## config.mk

```make
export PLATFORM = sky130hd
export DESIGN_NAME = ccp_main_flat
export DESIGN_NICKNAME = d
export VERILOG_FILES = /design/src/hw/ccp_pkg.sv /design/src/hw/ccp_if.sv /design/src/hw/ccp_main.sv /design/src/flat_wrapper.sv
export SDC_FILE = /design/constraint.sdc
export NUM_CORES = 1
export LEC_CHECK = 0
export BUFFER_PORTS_ARGS = -buffer_cell sky130_fd_sc_hd__buf_4
export CORE_ASPECT_RATIO = 1.25
export CORE_MARGIN = 3
export CORE_UTILIZATION = 55
export DETAILED_ROUTE_END_ITERATION = 7
export GPL_ROUTABILITY_DRIVEN = 0
export PLACE_DENSITY = 0.82
export SYNTH_ARGS = -nofsm -noshare
export SYNTH_HDL_FRONTEND = slang
export SYNTH_SLANG_ARGS = --single-unit
```

## constraint.sdc

```tcl
create_clock -name i_clk -period 13.79 [get_ports i_clk]
set_clock_uncertainty 0.15 [all_clocks]
set_input_delay 1.379 -clock i_clk [delete_from_list [all_inputs] [get_ports i_clk]]
set_output_delay 1.379 -clock i_clk [all_outputs]
set_load 0.02 [all_outputs]
```

## src/hw/ccp_pkg.sv

```systemverilog
// constants and types shared by both ends of the conditional protocol
// assumes one clock and one active-low asynchronous reset for both ends
package ccp_pkg;

  // ****************************************
  // operation word layout
  // ****************************************
  localparam int OP_LINE_HI = 15;
  localparam int OP_LINE_LO = 12;
  localparam int OP_CODE_HI = 11;
  localparam int OP_CODE_LO = 9;
  localparam int OP_FORM_HI = 8;
  localparam int OP_FORM_LO = 6;
  localparam int OP_CSEL_HI = 5;
  localparam int OP_CSEL_LO = 0;
  localparam logic [3:0] OP_LINE_PAT = 4'hf;
  // form codes; word and long codes are free choices
  localparam logic [2:0] FORM_SET = 3'h1;
  localparam logic [2:0] FORM_BRW = 3'h2;
  localparam logic [2:0] FORM_BRL = 3'h3;

  // ****************************************
  // response primitive layout
  // ****************************************
  localparam int PRIM_CA_BIT = 15;
  localparam int PRIM_FN_HI = 13;
  localparam int PRIM_FN_LO = 8;
  localparam int PRIM_IND_BIT = 0;
  localparam logic [5:0] FN_NULL = 6'h00;
  localparam logic [5:0] FN_XFER = 6'h01;
  localparam logic [5:0] FN_BUSY = 6'h02;

  // ****************************************
  // stream and byte constants
  // ****************************************
  localparam logic [31:0] WORD_BYTES = 32'h0000_0002;
  localparam logic [31:0] LONG_BYTES = 32'h0000_0004;
  localparam logic [7:0] BYTE_FALSE = 8'h00;
  localparam logic [7:0] BYTE_TRUE = 8'hff;

  typedef logic [15:0] ccp_word_t;
  typedef logic [31:0] ccp_addr_t;
  typedef logic [2:0] ccp_code_t;
  // extension word count per select code
  typedef logic [7:0][2:0] ccp_ext_tbl_t;

  // only the transfer primitive carries the come-again attribute
  function automatic logic ccp_has_ca(input logic [5:0] fn);
    return fn == FN_XFER;
  endfunction

  function automatic ccp_word_t ccp_prim(input logic ca,
                                         input logic [5:0] fn,
                                         input logic ind);
    return {ca, 1'b0, fn, 7'h00, ind};
  endfunction

endpackage

```

## src/hw/ccp_if.sv

```systemverilog
// interface registers between main processor and coprocessor
// assumes both ends share one clock; all strobes are one-cycle pulses
`timescale 1ns/1ps
interface ccp_if;
  import ccp_pkg::*;
  logic cond_wr;
  ccp_code_t cond_code;
  ccp_word_t cond_data;
  logic resp_rd;
  logic resp_valid;
  ccp_word_t resp_data;
  logic oper_wr;
  ccp_word_t oper_data;

  modport main (
    output cond_wr, cond_code, cond_data, resp_rd, oper_wr, oper_data,
    input resp_valid, resp_data
  );
  modport copro (
    input cond_wr, cond_code, cond_data, resp_rd, oper_wr, oper_data,
    output resp_valid, resp_data
  );
endinterface

```

## src/hw/ccp_main.sv

```systemverilog
// main processor end of the coprocessor conditional protocol
// assumes a word fetch port answering one i_fetch_valid per request
// and a coprocessor end joined through ccp_if
//
// What this block does
// - start by writing selector to condition register
// - coprocessor decodes selector, may request services
// - coprocessor reports outcome in a null primitive
// - read response, serve it, reread on come-again
// - finish after the true/false indicator or a protocol violation
// - coprocessor sets come-again on capable primitives
// - missing come-again raises protocol violation
// - main end performs branch or byte completion
// - branch word: 1111 top, select code 11:9
// - bits 8:6 form, bits 5:0 selector
// - branch writes whole operation word
// - coprocessor extension words precede displacement
// - false branch continues sequentially
// - true branch adds displacement to scan pointer
// - scan pointer at first displacement word
// - displacement is word or long two's complement
// - word displacement sign-extended to 32 bits
// - set form writes flag byte from condition
// - set form consumes up to seven address words
// - set form recognised by 001 in 8:6
// - false clears byte, true sets all bits
`timescale 1ns/1ps
module ccp_main (
  input wire logic i_clk,
  input wire logic i_rst_b,
  ccp_if.main bus,
  input wire logic i_start,
  input wire ccp_pkg::ccp_word_t i_opword,
  input wire ccp_pkg::ccp_addr_t i_op_addr,
  input wire ccp_pkg::ccp_ext_tbl_t i_ext_tbl,
  input wire logic [2:0] i_ea_words,
  input wire logic i_fetch_valid,
  input wire ccp_pkg::ccp_word_t i_fetch_data,
  output logic o_fetch_req,
  output ccp_pkg::ccp_addr_t o_fetch_addr,
  output logic o_busy,
  output logic o_done,
  output logic o_taken,
  output ccp_pkg::ccp_addr_t o_next_addr,
  output logic o_byte_wr,
  output logic [7:0] o_byte_val,
  output logic o_viol
);
  import ccp_pkg::*;

  // ****************************************
  // state and datapath registers
  // ****************************************
  typedef enum logic [3:0] {
    M_IDLE, M_FETCH_SEL, M_WRITE, M_READ, M_FETCH_EXT, M_SEND_EXT,
    M_FETCH_D0, M_FETCH_D1
  } ccp_mstate_t;
  ccp_mstate_t state;
  ccp_word_t op;
  ccp_word_t sel_word;
  ccp_word_t disp_hi;
  ccp_addr_t spt;
  ccp_addr_t base;
  ccp_addr_t disp_ptr;
  logic [2:0] ea_words;

  // decode of the offered operation word
  logic line_ok;
  logic [2:0] form;
  logic start_ok;
  assign line_ok = i_opword[OP_LINE_HI:OP_LINE_LO] == OP_LINE_PAT;
  assign form = i_opword[OP_FORM_HI:OP_FORM_LO];
  assign start_ok = i_start && line_ok &&
                    (form == FORM_SET || form == FORM_BRW ||
                     form == FORM_BRL);

  // response fields, decoded combinationally from the posted word
  logic resp_ca;
  logic [5:0] resp_fn;
  logic resp_ind;
  assign resp_ca = bus.resp_data[PRIM_CA_BIT];
  assign resp_fn = bus.resp_data[PRIM_FN_HI:PRIM_FN_LO];
  assign resp_ind = bus.resp_data[PRIM_IND_BIT];

  ccp_addr_t skip_ptr;
  assign skip_ptr = base +
    {28'h000_0000, i_ext_tbl[op[OP_CODE_HI:OP_CODE_LO]], 1'b0};

  ccp_addr_t disp_w;
  assign disp_w = {{16{i_fetch_data[15]}}, i_fetch_data};

  // ****************************************
  // protocol sequence
  // ****************************************
  // one process owns sequence, pointer and interface strobes
  always_ff @(posedge i_clk or negedge i_rst_b) begin
    if (!i_rst_b) begin
      state <= M_IDLE;
      op <= 16'h0000;
      sel_word <= 16'h0000;
      disp_hi <= 16'h0000;
      spt <= 32'h0000_0000;
      base <= 32'h0000_0000;
      disp_ptr <= 32'h0000_0000;
      ea_words <= 3'h0;
      o_fetch_req <= 1'b0;
      o_fetch_addr <= 32'h0000_0000;
      bus.cond_wr <= 1'b0;
      bus.cond_code <= 3'h0;
      bus.cond_data <= 16'h0000;
      bus.resp_rd <= 1'b0;
      bus.oper_wr <= 1'b0;
      bus.oper_data <= 16'h0000;
    end else begin
      bus.cond_wr <= 1'b0;
      bus.resp_rd <= 1'b0;
      bus.oper_wr <= 1'b0;
      unique case (state)
        M_IDLE: begin
          if (start_ok) begin
            op <= i_opword;
            ea_words <= i_ea_words;
            spt <= i_op_addr + WORD_BYTES;
            base <= i_op_addr + WORD_BYTES;
            bus.cond_code <= i_opword[OP_CODE_HI:OP_CODE_LO];
            sel_word <= i_opword;
            state <= (form == FORM_SET) ? M_FETCH_SEL : M_WRITE;
          end
        end
        M_FETCH_SEL: begin
          // set form: selector sits in the next stream word
          if (!o_fetch_req) begin
            o_fetch_req <= 1'b1;
            o_fetch_addr <= spt;
          end else if (i_fetch_valid) begin
            o_fetch_req <= 1'b0;
            sel_word <= i_fetch_data;
            spt <= spt + WORD_BYTES;
            base <= spt + WORD_BYTES;
            state <= M_WRITE;
          end
        end
        M_WRITE: begin
          bus.cond_wr <= 1'b1;
          bus.cond_data <= sel_word;
          state <= M_READ;
        end
        M_READ: begin
          if (bus.resp_valid && !bus.resp_rd) begin
            bus.resp_rd <= 1'b1;
            if (resp_fn == FN_NULL) begin
              spt <= skip_ptr;
              disp_ptr <= skip_ptr;
              if (op[OP_FORM_HI:OP_FORM_LO] != FORM_SET && resp_ind) begin
                state <= M_FETCH_D0;
              end else begin
                state <= M_IDLE;
              end
            end else if (ccp_has_ca(resp_fn) && !resp_ca) begin
              state <= M_IDLE;
            end else if (resp_fn == FN_XFER) begin
              state <= M_FETCH_EXT;
            end
            // other primitives: poll again
          end
        end
        M_FETCH_EXT: begin
          if (!o_fetch_req) begin
            o_fetch_req <= 1'b1;
            o_fetch_addr <= spt;
          end else if (i_fetch_valid) begin
            o_fetch_req <= 1'b0;
            bus.oper_data <= i_fetch_data;
            spt <= spt + WORD_BYTES;
            state <= M_SEND_EXT;
          end
        end
        M_SEND_EXT: begin
          bus.oper_wr <= 1'b1;
          state <= M_READ;
        end
        M_FETCH_D0: begin
          if (!o_fetch_req) begin
            o_fetch_req <= 1'b1;
            o_fetch_addr <= spt;
          end else if (i_fetch_valid) begin
            o_fetch_req <= 1'b0;
            disp_hi <= i_fetch_data;
            spt <= spt + WORD_BYTES;
            state <= (op[OP_FORM_HI:OP_FORM_LO] == FORM_BRL) ?
                     M_FETCH_D1 : M_IDLE;
          end
        end
        M_FETCH_D1: begin
          if (!o_fetch_req) begin
            o_fetch_req <= 1'b1;
            o_fetch_addr <= spt;
          end else if (i_fetch_valid) begin
            o_fetch_req <= 1'b0;
            spt <= spt + WORD_BYTES;
            state <= M_IDLE;
          end
        end
      endcase
    end
  end

  // ****************************************
  // completion results
  // ****************************************
  // completion by main end
  always_ff @(posedge i_clk or negedge i_rst_b) begin
    if (!i_rst_b) begin
      o_busy <= 1'b0;
      o_done <= 1'b0;
      o_taken <= 1'b0;
      o_next_addr <= 32'h0000_0000;
      o_byte_wr <= 1'b0;
      o_byte_val <= BYTE_FALSE;
      o_viol <= 1'b0;
    end else begin
      o_done <= 1'b0;
      o_byte_wr <= 1'b0;
      o_viol <= 1'b0;
      if (state == M_IDLE && start_ok) begin
        o_busy <= 1'b1;
        o_taken <= 1'b0;
      end
      if (state == M_READ && bus.resp_valid && !bus.resp_rd) begin
        if (resp_fn == FN_NULL) begin
          if (op[OP_FORM_HI:OP_FORM_LO] == FORM_SET) begin
            o_byte_wr <= 1'b1;
            o_byte_val <= resp_ind ? BYTE_TRUE : BYTE_FALSE;
            o_next_addr <= skip_ptr +
              {28'h000_0000, ea_words, 1'b0};
            o_done <= 1'b1;
            o_busy <= 1'b0;
          end else if (!resp_ind) begin
            o_next_addr <= skip_ptr +
              ((op[OP_FORM_HI:OP_FORM_LO] == FORM_BRL) ?
               LONG_BYTES : WORD_BYTES);
            o_done <= 1'b1;
            o_busy <= 1'b0;
          end
        end else if (ccp_has_ca(resp_fn) && !resp_ca) begin
          o_viol <= 1'b1;
          o_done <= 1'b1;
          o_busy <= 1'b0;
        end
      end
      if (i_fetch_valid && o_fetch_req) begin
        if (state == M_FETCH_D0 &&
            op[OP_FORM_HI:OP_FORM_LO] == FORM_BRW) begin
          o_next_addr <= disp_ptr + disp_w;
          o_taken <= 1'b1;
          o_done <= 1'b1;
          o_busy <= 1'b0;
        end else if (state == M_FETCH_D1) begin
          o_next_addr <= disp_ptr + {disp_hi, i_fetch_data};
          o_taken <= 1'b1;
          o_done <= 1'b1;
          o_busy <= 1'b0;
        end
      end
    end
  end
endmodule

```

## src/flat_wrapper.sv

```systemverilog
// flat-port wrapper written by rule: the top's interface ports become plain ports
module ccp_main_flat import ccp_pkg::*;
  (i_clk, i_rst_b, i_start, i_opword, i_op_addr, i_ext_tbl, i_ea_words, i_fetch_valid, i_fetch_data, o_fetch_req, o_fetch_addr, o_busy, o_done, o_taken, o_next_addr, o_byte_wr, o_byte_val, o_viol, bus_cond_wr, bus_cond_code, bus_cond_data, bus_resp_rd, bus_oper_wr, bus_oper_data, bus_resp_valid, bus_resp_data);
  ccp_if bus_i ();
  input wire logic i_clk;
  input wire logic i_rst_b;
  input wire logic i_start;
  input wire ccp_pkg::ccp_word_t i_opword;
  input wire ccp_pkg::ccp_addr_t i_op_addr;
  input wire ccp_pkg::ccp_ext_tbl_t i_ext_tbl;
  input wire logic [2:0] i_ea_words;
  input wire logic i_fetch_valid;
  input wire ccp_pkg::ccp_word_t i_fetch_data;
  output logic o_fetch_req;
  output ccp_pkg::ccp_addr_t o_fetch_addr;
  output logic o_busy;
  output logic o_done;
  output logic o_taken;
  output ccp_pkg::ccp_addr_t o_next_addr;
  output logic o_byte_wr;
  output logic [7:0] o_byte_val;
  output logic o_viol;
  output wire logic [$bits(bus_i.cond_wr)-1:0] bus_cond_wr;
  output wire logic [$bits(bus_i.cond_code)-1:0] bus_cond_code;
  output wire logic [$bits(bus_i.cond_data)-1:0] bus_cond_data;
  output wire logic [$bits(bus_i.resp_rd)-1:0] bus_resp_rd;
  output wire logic [$bits(bus_i.oper_wr)-1:0] bus_oper_wr;
  output wire logic [$bits(bus_i.oper_data)-1:0] bus_oper_data;
  input wire logic [$bits(bus_i.resp_valid)-1:0] bus_resp_valid;
  input wire logic [$bits(bus_i.resp_data)-1:0] bus_resp_data;
  assign bus_cond_wr = bus_i.cond_wr;
  assign bus_cond_code = bus_i.cond_code;
  assign bus_cond_data = bus_i.cond_data;
  assign bus_resp_rd = bus_i.resp_rd;
  assign bus_oper_wr = bus_i.oper_wr;
  assign bus_oper_data = bus_i.oper_data;
  assign bus_i.resp_valid = bus_resp_valid;
  assign bus_i.resp_data = bus_resp_data;
  ccp_main u_core (.i_clk(i_clk), .i_rst_b(i_rst_b), .bus(bus_i), .i_start(i_start), .i_opword(i_opword), .i_op_addr(i_op_addr), .i_ext_tbl(i_ext_tbl), .i_ea_words(i_ea_words), .i_fetch_valid(i_fetch_valid), .i_fetch_data(i_fetch_data), .o_fetch_req(o_fetch_req), .o_fetch_addr(o_fetch_addr), .o_busy(o_busy), .o_done(o_done), .o_taken(o_taken), .o_next_addr(o_next_addr), .o_byte_wr(o_byte_wr), .o_byte_val(o_byte_val), .o_viol(o_viol));
endmodule
```

==> impl_metrics.env, run 1 <==
export IMPL_viasPerCell=6.450
export IMPL_antenna_left=0
export IMPL_fin_crit_sh_pct=44.87
export IMPL_grt_util_met3_pct=3.547
export IMPL_p_int_mw=2.352
export IMPL_utilization_pct=65.58
export IMPL_numCtsBuffers=26
export IMPL_cts_setup_buffers=0
export IMPL_die_x_um=163.0
export IMPL_synthTopCellsByArea="dfrtp_1 36%, mux2_2 6.4%, o21ai_0 5.0%, nand2_1 4.9%, ha_1 4.1%"
export IMPL_grt_pass1_vias=15488
export IMPL_grt_ovfl_total=0
export IMPL_crit_path_start_kind="input pin"
export IMPL_multi_input_area_um2=10260
export IMPL_arrival_ns=6.44
export IMPL_ir_worst_vdd_v=0.0001750
export IMPL_tightestPinTransition_ns=1.145
export IMPL_synth_top_area_share_pct=36.35
export IMPL_met1_usage_pct=39.67
export IMPL_critPathBufInv=2
export IMPL_syn2layout_area_growth_pct=16.96
export IMPL_synth_edf_count=0
export IMPL_drv_cap=0
export IMPL_p_leak_nw=8.550
export IMPL_critical_path_class="input pin to register"
export IMPL_dieArea_um2=32950
export IMPL_synth_async_sr_flop_share_pct=100.0
export IMPL_htree_num_levels=1
export IMPL_dr_pass1_iters=5
export IMPL_crit_slowest_cell="nor4bb_1"
export IMPL_synth_distinct_cells=96
export IMPL_num_nets_final=2241
export IMPL_cp_required_ns=14.04
export IMPL_start_util_pct=56.07
export IMPL_top_usage_layer="met2"
export IMPL_seqCellArea_um2=6156
export IMPL_drc=0
export IMPL_p_per_area_nw_per_um2=212.7
export IMPL_syn_cell_area_um2=16930
export IMPL_dp_hpwl_mm=39.07
export IMPL_portBuffers=219
export IMPL_num_antenna_cells=0
export IMPL_finalWirelength_mm=51.88
export IMPL_synth_most_common_cell="dfrtp_1"
export IMPL_relSlewSlack_pct=23.05
export IMPL_cts_max_path_buffers=3
export IMPL_nFillCells=2420
export IMPL_setup_viol=0
export IMPL_fin_setup_tns_ns=0
export IMPL_hold_path_class="register to register"
export IMPL_comb_power_share_pct=49.8
export IMPL_status="finished clean"
export IMPL_cts_resized=0
export IMPL_syn_area_per_cell_um2=8.880
export IMPL_globalRouteMet2Util_pct=50.74
export IMPL_num_rows=71
export IMPL_fin_crit_ns=6.187
export IMPL_holdBufCountCts=0
export IMPL_final_max_slew_violation_count=0
export IMPL_syn_inst=1907
export IMPL_grt_max_degree=99
export IMPL_power_switching_mw=1.861
export IMPL_rsz0062_at_grt="no"
export IMPL_antenna_found_initial=0
export IMPL_clk_pin_slew_ns=0.06
export IMPL_fmax_mhz=161.6
export IMPL_critical_path_top_delay_family="simple AND/OR/NAND/NOR gates"
export IMPL_die_h_um=202.2
export IMPL_drt_iter0_markers=1242
export IMPL_grt_usage_pct=30.73
export IMPL_clock_sinks=246
export IMPL_synth_seq_area_share_pct=36.35
export IMPL_cts_tree="built"
export IMPL_yosys_top_cells_count="246 x dfrtp_1, 221 x nand2_1, 168 x o21ai_0, 155 x nor2_1, 122 x a21oi_1"
export IMPL_syn_nets=2079
export IMPL_root_buffer="clkbuf_16"
export IMPL_crit_top_cell="ha_1"
export IMPL_core_area_um2=30200
export IMPL_clk_latency_ns=0.55
export IMPL_swShare_pct=44.17
export IMPL_p_clk_share_pct=18.1
export IMPL_synth_flop_cell="dfrtp_1"
export IMPL_synth_seq_cells=246
export IMPL_num_vias=16060
export IMPL_yosysTopAreaCell="dfrtp_1"
export IMPL_worstPathCellList="buf_4 -> mux4_2 -> mux2_2 -> ha_1 -> fa_1 -> xnor2_1 -> inv_1 -> ha_1 -> a21o_1 -> nand2_1 -> nor4_1 -> nor4bb_1 -> a21oi_1 -> or4_1 -> a32oi_1 -> o211ai_1"
export IMPL_end_kind="register"
export IMPL_wl_per_cell_um=20.84
export IMPL_hold_viol=0
export IMPL_ios=228
export IMPL_slowest_delay_ns=0.90
export IMPL_grt_pass1_wl_mm=82.09
export IMPL_drive_above_1_share_pct=21.78
export IMPL_reg2reg_slack_ns=7.83
export IMPL_critPathMaxFanout=4
export IMPL_p_seq_share_pct=32.1
export IMPL_yosys_warnings=0
final cells by class:
| cell class | count | share of cell area (%) |
|---|---|---|
| repair buffers | 244 | 9.286 |
| flip-flops and latches | 246 | 31.08 |
| well taps | 401 | 2.533 |
| multi-input cells | 1521 | 51.79 |
| clock buffers | 35 | 3.759 |
| clock inverters | 13 | 0.9855 |
| inverters | 30 | 0.5685 |
placed cells by master (no fill, tap or decap), types with 11 or more instances in the layout:
cell         n
mux2i_1     22
and2_1      19
nor2_1     153
inv_1       29
nand2_1    220
xnor2_1     78
o221ai_1    14
nand3_1     55
or4_1       13
nor4_1      20
nand2b_1    15
clkbuf_16   26
and3_1      29
xor2_1      59
o211ai_1    21
nor3_1      29
mux2_2      97
a21o_1      24
buf_4      243
a21oi_1    122
or2_2       11
nand4_1     30
a221oi_1    13
o21ai_0    168
a31oi_1     17
a22oi_1     13
ha_1        56
dfrtp_1    246
o22ai_1     24
per-layer routing:
layer | routed length, um | share of wire [%] | vias up
met5 | 0 | 0 | -
met4 | 3161 | 6.1 | 0
met1 | 20100 | 39 | 7638
met3 | 4175 | 8.0 | 188
met2 | 24440 | 47 | 871
li1 | - | - | 7363
path summary, 6_finish.rpt:
check / from / depth (start not counted) / to
setup / recovery: i_ext_tbl[9] / 16 / u_core.o_next_addr[27]$_DFF_PN0_
hold / removal: u_core.sel_word[3]$_DFFE_PN0P_ / 2 / u_core.sel_word[3]$_DFFE_PN0P_
setup reg to reg: u_core.op[9]$_DFFE_PN0P_ / 15 / u_core.o_next_addr[27]$_DFF_PN0_
hold reg to reg: u_core.sel_word[3]$_DFFE_PN0P_ / 2 / u_core.sel_word[3]$_DFFE_PN0P_
max in group asynchronous: i_rst_b / 3 / u_core.o_next_addr[18]$_DFF_PN0_
min in group asynchronous: i_rst_b / 1 / u_core.spt[1]$_DFFE_PN0P_
worst reg2reg max path: cells and delay by family (launching register included):
kind | cells | cell delay [ns]
AOI/OAI and AO/OA | 4 | 0.77
xor gates and xnor gates | 1 | 0.33
adders and majority gates | 3 | 1.03
buffers and inverters | 1 | 0.15
DFF | 1 | 0.60
muxes | 2 | 0.86
and+or+nand+nor | 4 | 1.92
per-stage QoR:
stage | cell area (um^2) | cells | hold WS [ns] | total power [mW] | setup slack (ns)
after CTS | 19810 | 2490 | 0.3349 | 4.197 | 7.673
after global routing | 19810 | 2490 | 0.3560 | 4.477 | 7.345
after global placement | 18870 | 2442 | 0.3077 | 3.328 | 7.196
final | 19810 | 2490 | 0.3362 | 4.214 | 7.603
after detailed placement | 18870 | 2442 | 0.3208 | 3.417 | 7.167
after floorplan | 16940 | 1907 | 0.2944 | 2.712 | 8.076
cell families (layout without fill, tap and decap cells):
kind of cell    after synthesis  in the layout  share of synthesized area, %
buf+inv                     140            322                         3.561
xor+xnor                    138            138                         7.137
simple gates                669            669                         19.77
compound gates              529            529                         20.02
flops                       246            246                         36.35
fa+ha+maj                    60             60                         4.610
mux                         125            125                         8.548
state kept, by name (all words and copies together) (netlist names), 3 cells and up:
register	count
u_core.o_fetch_addr	32
u_core.bus.oper_data	16
u_core.state	3
u_core.op	6
u_core.sel_word	16
u_core.o_next_addr	32
u_core.spt	32
u_core.disp_hi	16
u_core.bus.cond_data	16
u_core.ea_words	3
u_core.base	32
u_core.disp_ptr	32
power by group through the flow:
| stage | logic, mW | registers, mW | clock network, mW |
|---|---|---|---|
| after floorplan | 1.34 | 1.38 | 0 |
| after global placement | 1.99 | 1.34 | 0 |
| after detailed placement | 2.06 | 1.35 | 0 |
| after CTS | 2.08 | 1.34 | 0.772 |
| after global routing | 2.28 | 1.39 | 0.803 |
| final | 2.10 | 1.35 | 0.764 |
Note: power is estimated with default switching activity, not from simulation.
==> inputs of run 2 (changes only) <==
--- a/config.mk
+++ b/config.mk
@@ -8,7 +8,7 @@
 export BUFFER_PORTS_ARGS = -buffer_cell sky130_fd_sc_hd__buf_4
 export CORE_ASPECT_RATIO = 1.25
 export CORE_MARGIN = 3
-export CORE_UTILIZATION = 55
+export CORE_UTILIZATION = 53
 export DETAILED_ROUTE_END_ITERATION = 7
 export GPL_ROUTABILITY_DRIVEN = 0
 export PLACE_DENSITY = 0.82
==> constraint.sdc (replaced) <==
create_clock -name i_clk -period 5.2 [get_ports i_clk]
set_clock_uncertainty 0.15 [all_clocks]
set_input_delay 0.52 -clock i_clk [delete_from_list [all_inputs] [get_ports i_clk]]
set_output_delay 0.52 -clock i_clk [all_outputs]
set_load 0.02 [all_outputs]
==> run 2 against run 1 <==
Compared with the run above:
- worst setup slack lost 7.3 ns
- die area increased by 3.6%
- final cell count is 1.8% higher
- clock-buffer cell count unchanged
- power grew to 2.7 times the previous value
- critical path depth fell by 3
- via count increased by 0.15%
- sequential power rose to 2.7 times the previous value
- largest cell class unchanged
- highest routed layer unchanged
==> impl_metrics.env, run 2 (same netlist as run 1, synthesis figures left out) <==
export IMPL_status="finished clean"
export IMPL_p_int_mw=6.252
export IMPL_portBuffers=219
export IMPL_final_max_slew_violation_count=0
export IMPL_seqCellArea_um2=6157
export IMPL_ios=228
export IMPL_cts_max_path_buffers=3
export IMPL_nFillCells=2505
export IMPL_grt_usage_pct=30.24
export IMPL_dp_hpwl_mm=40.08
export IMPL_num_rows=72
export IMPL_p_seq_share_pct=32.0
export IMPL_grt_pass1_vias=15694
export IMPL_clk_latency_ns=0.57
export IMPL_num_antenna_cells=0
export IMPL_start_util_pct=54.17
export IMPL_die_x_um=165.9
export IMPL_die_h_um=205.9
export IMPL_grt_pass1_wl_mm=83.96
export IMPL_crit_slowest_cell="nor4_2"
export IMPL_comb_power_share_pct=50.8
export IMPL_end_kind="register"
export IMPL_crit_path_start_kind="register"
export IMPL_rsz0062_at_grt="no"
export IMPL_swShare_pct=44.26
export IMPL_root_buffer="clkbuf_16"
export IMPL_critPathMaxFanout=13
export IMPL_slowest_delay_ns=0.56
export IMPL_multi_input_area_um2=10290
export IMPL_drive_above_1_share_pct=23.13
export IMPL_cp_required_ns=5.47
export IMPL_num_nets_final=2281
export IMPL_hold_path_class="input pin to register"
export IMPL_drc=0
export IMPL_fin_crit_ns=4.900
export IMPL_cts_setup_buffers=0
export IMPL_ir_worst_vdd_v=0.0005177
export IMPL_num_vias=16084
export IMPL_syn2layout_area_growth_pct=18.60
export IMPL_tightestPinTransition_ns=1.266
export IMPL_p_clk_share_pct=17.2
export IMPL_grt_ovfl_total=0
export IMPL_fmax_mhz=204.1
export IMPL_core_area_um2=31260
export IMPL_viasPerCell=6.347
export IMPL_worstPathCellList="buf_4 -> mux4_2 -> mux2_2 -> ha_1 -> a211oi_2 -> or3_4 -> nor4_1 -> o22ai_1 -> nor4_2 -> nand4bb_1 -> o311ai_0 -> a221o_1 -> o211ai_1"
export IMPL_wl_per_cell_um=20.87
export IMPL_finalWirelength_mm=52.90
export IMPL_htree_num_levels=1
export IMPL_mostFrequentLayoutCells="281 x buf_4, 245 x dfrtp_1, 220 x nand2_1, 168 x o21ai_0, 153 x nor2_1"
export IMPL_antenna_left=0
export IMPL_drt_iter0_markers=1300
export IMPL_numCtsBuffers=26
export IMPL_p_leak_nw=8.722
export IMPL_power_switching_mw=4.964
export IMPL_drv_cap=0
export IMPL_relSlewSlack_pct=15.11
export IMPL_arrival_ns=5.17
export IMPL_grt_max_degree=125
export IMPL_dr_pass1_iters=7
export IMPL_cts_tree="built"
export IMPL_antenna_found_initial=0
export IMPL_critical_path_class="register to register"
export IMPL_fin_crit_sh_pct=94.24
export IMPL_layout_commonest_cell="buf_4"
export IMPL_fin_setup_tns_ns=0
export IMPL_critPathBufInv=1
export IMPL_clock_sinks=246
export IMPL_setup_viol=0
export IMPL_dieArea_um2=34150
export IMPL_clk_pin_slew_ns=0.06
export IMPL_fin_hold_ws_ns=0.03818
export IMPL_hold_viol=0
export IMPL_reg2reg_slack_ns=0.30
export IMPL_p_per_area_nw_per_um2=558.4
export IMPL_critical_path_top_delay_family="simple AND/OR/NAND/NOR gates"
==> run 2: timing repair <==
action	CTS	global route
hold buffers	2	0
setup endpoints to repair	0	8
endpoints found under the hold margin	122	0
resized for setup	0	6
==> run 2: area by class of cell <==
| type | count | area share (%) |
|---|---|---|
| multi-input combinational | 1521 | 51.22 |
| sequential | 246 | 30.65 |
| timing repair buffer | 284 | 10.68 |
| clock buffer | 35 | 3.607 |
| tap | 407 | 2.535 |
| clock inverter | 11 | 0.7475 |
| inverter | 30 | 0.5606 |
==> run 2: path summary, 6_finish.rpt <==
check,start,cells after the start,end
max in group asynchronous,i_rst_b,3,u_core.disp_ptr[31]$_DFFE_PN0P_
max reg2reg,u_core.op[9]$_DFFE_PN0P_,13,u_core.o_next_addr[26]$_DFF_PN0_
min reg2reg,u_core.sel_word[12]$_DFFE_PN0P_,2,u_core.sel_word[12]$_DFFE_PN0P_
min in group asynchronous,i_rst_b,2,u_core.o_fetch_addr[2]$_DFFE_PN0P_
max,u_core.op[9]$_DFFE_PN0P_,13,u_core.o_next_addr[26]$_DFF_PN0_
min,i_ea_words[0],2,u_core.ea_words[0]$_DFFE_PN0P_
==> run 2: power by group through the flow <==
stage	combinational [mW]	clock, mW	sequential [mW]
global route	6.18	2.02	3.70
global placement	5.41	0	3.54
floorplan	3.55	0	3.65
detailed placement	5.59	0	3.59
finish	5.70	1.93	3.59
CTS	5.63	1.95	3.56
==> run 2: layer usage <==
| layer | part of all wire, % | track usage, % | vias up |
|---|---|---|---|
| met5 | 0 | 0 | - |
| met4 | 6.0 | 15.75 | 0 |
| met3 | 7.3 | 3.998 | 210 |
| met2 | 48 | 51.38 | 797 |
| met1 | 39 | 37.99 | 7659 |
| li1 | - | - | 7418 |
==> run 2: metrics by stage <==
| step | worst slack, ns | cell area (um^2) | total power, mW | std cells | util (%) |
|---|---|---|---|---|---|
| global route | 0.003064 | 20090 | 11.91 | 2534 | 64.25 |
| global placement | 0.1743 | 19150 | 8.951 | 2486 | 61.27 |
| CTS | 0.09686 | 20050 | 11.14 | 2534 | 64.13 |
| finish | 0.2998 | 20090 | 11.22 | 2534 | 64.25 |
| floorplan | 0.08569 | 16940 | 7.193 | 1907 | - |
| detailed placement | 0.06695 | 19150 | 9.172 | 2486 | 61.27 |
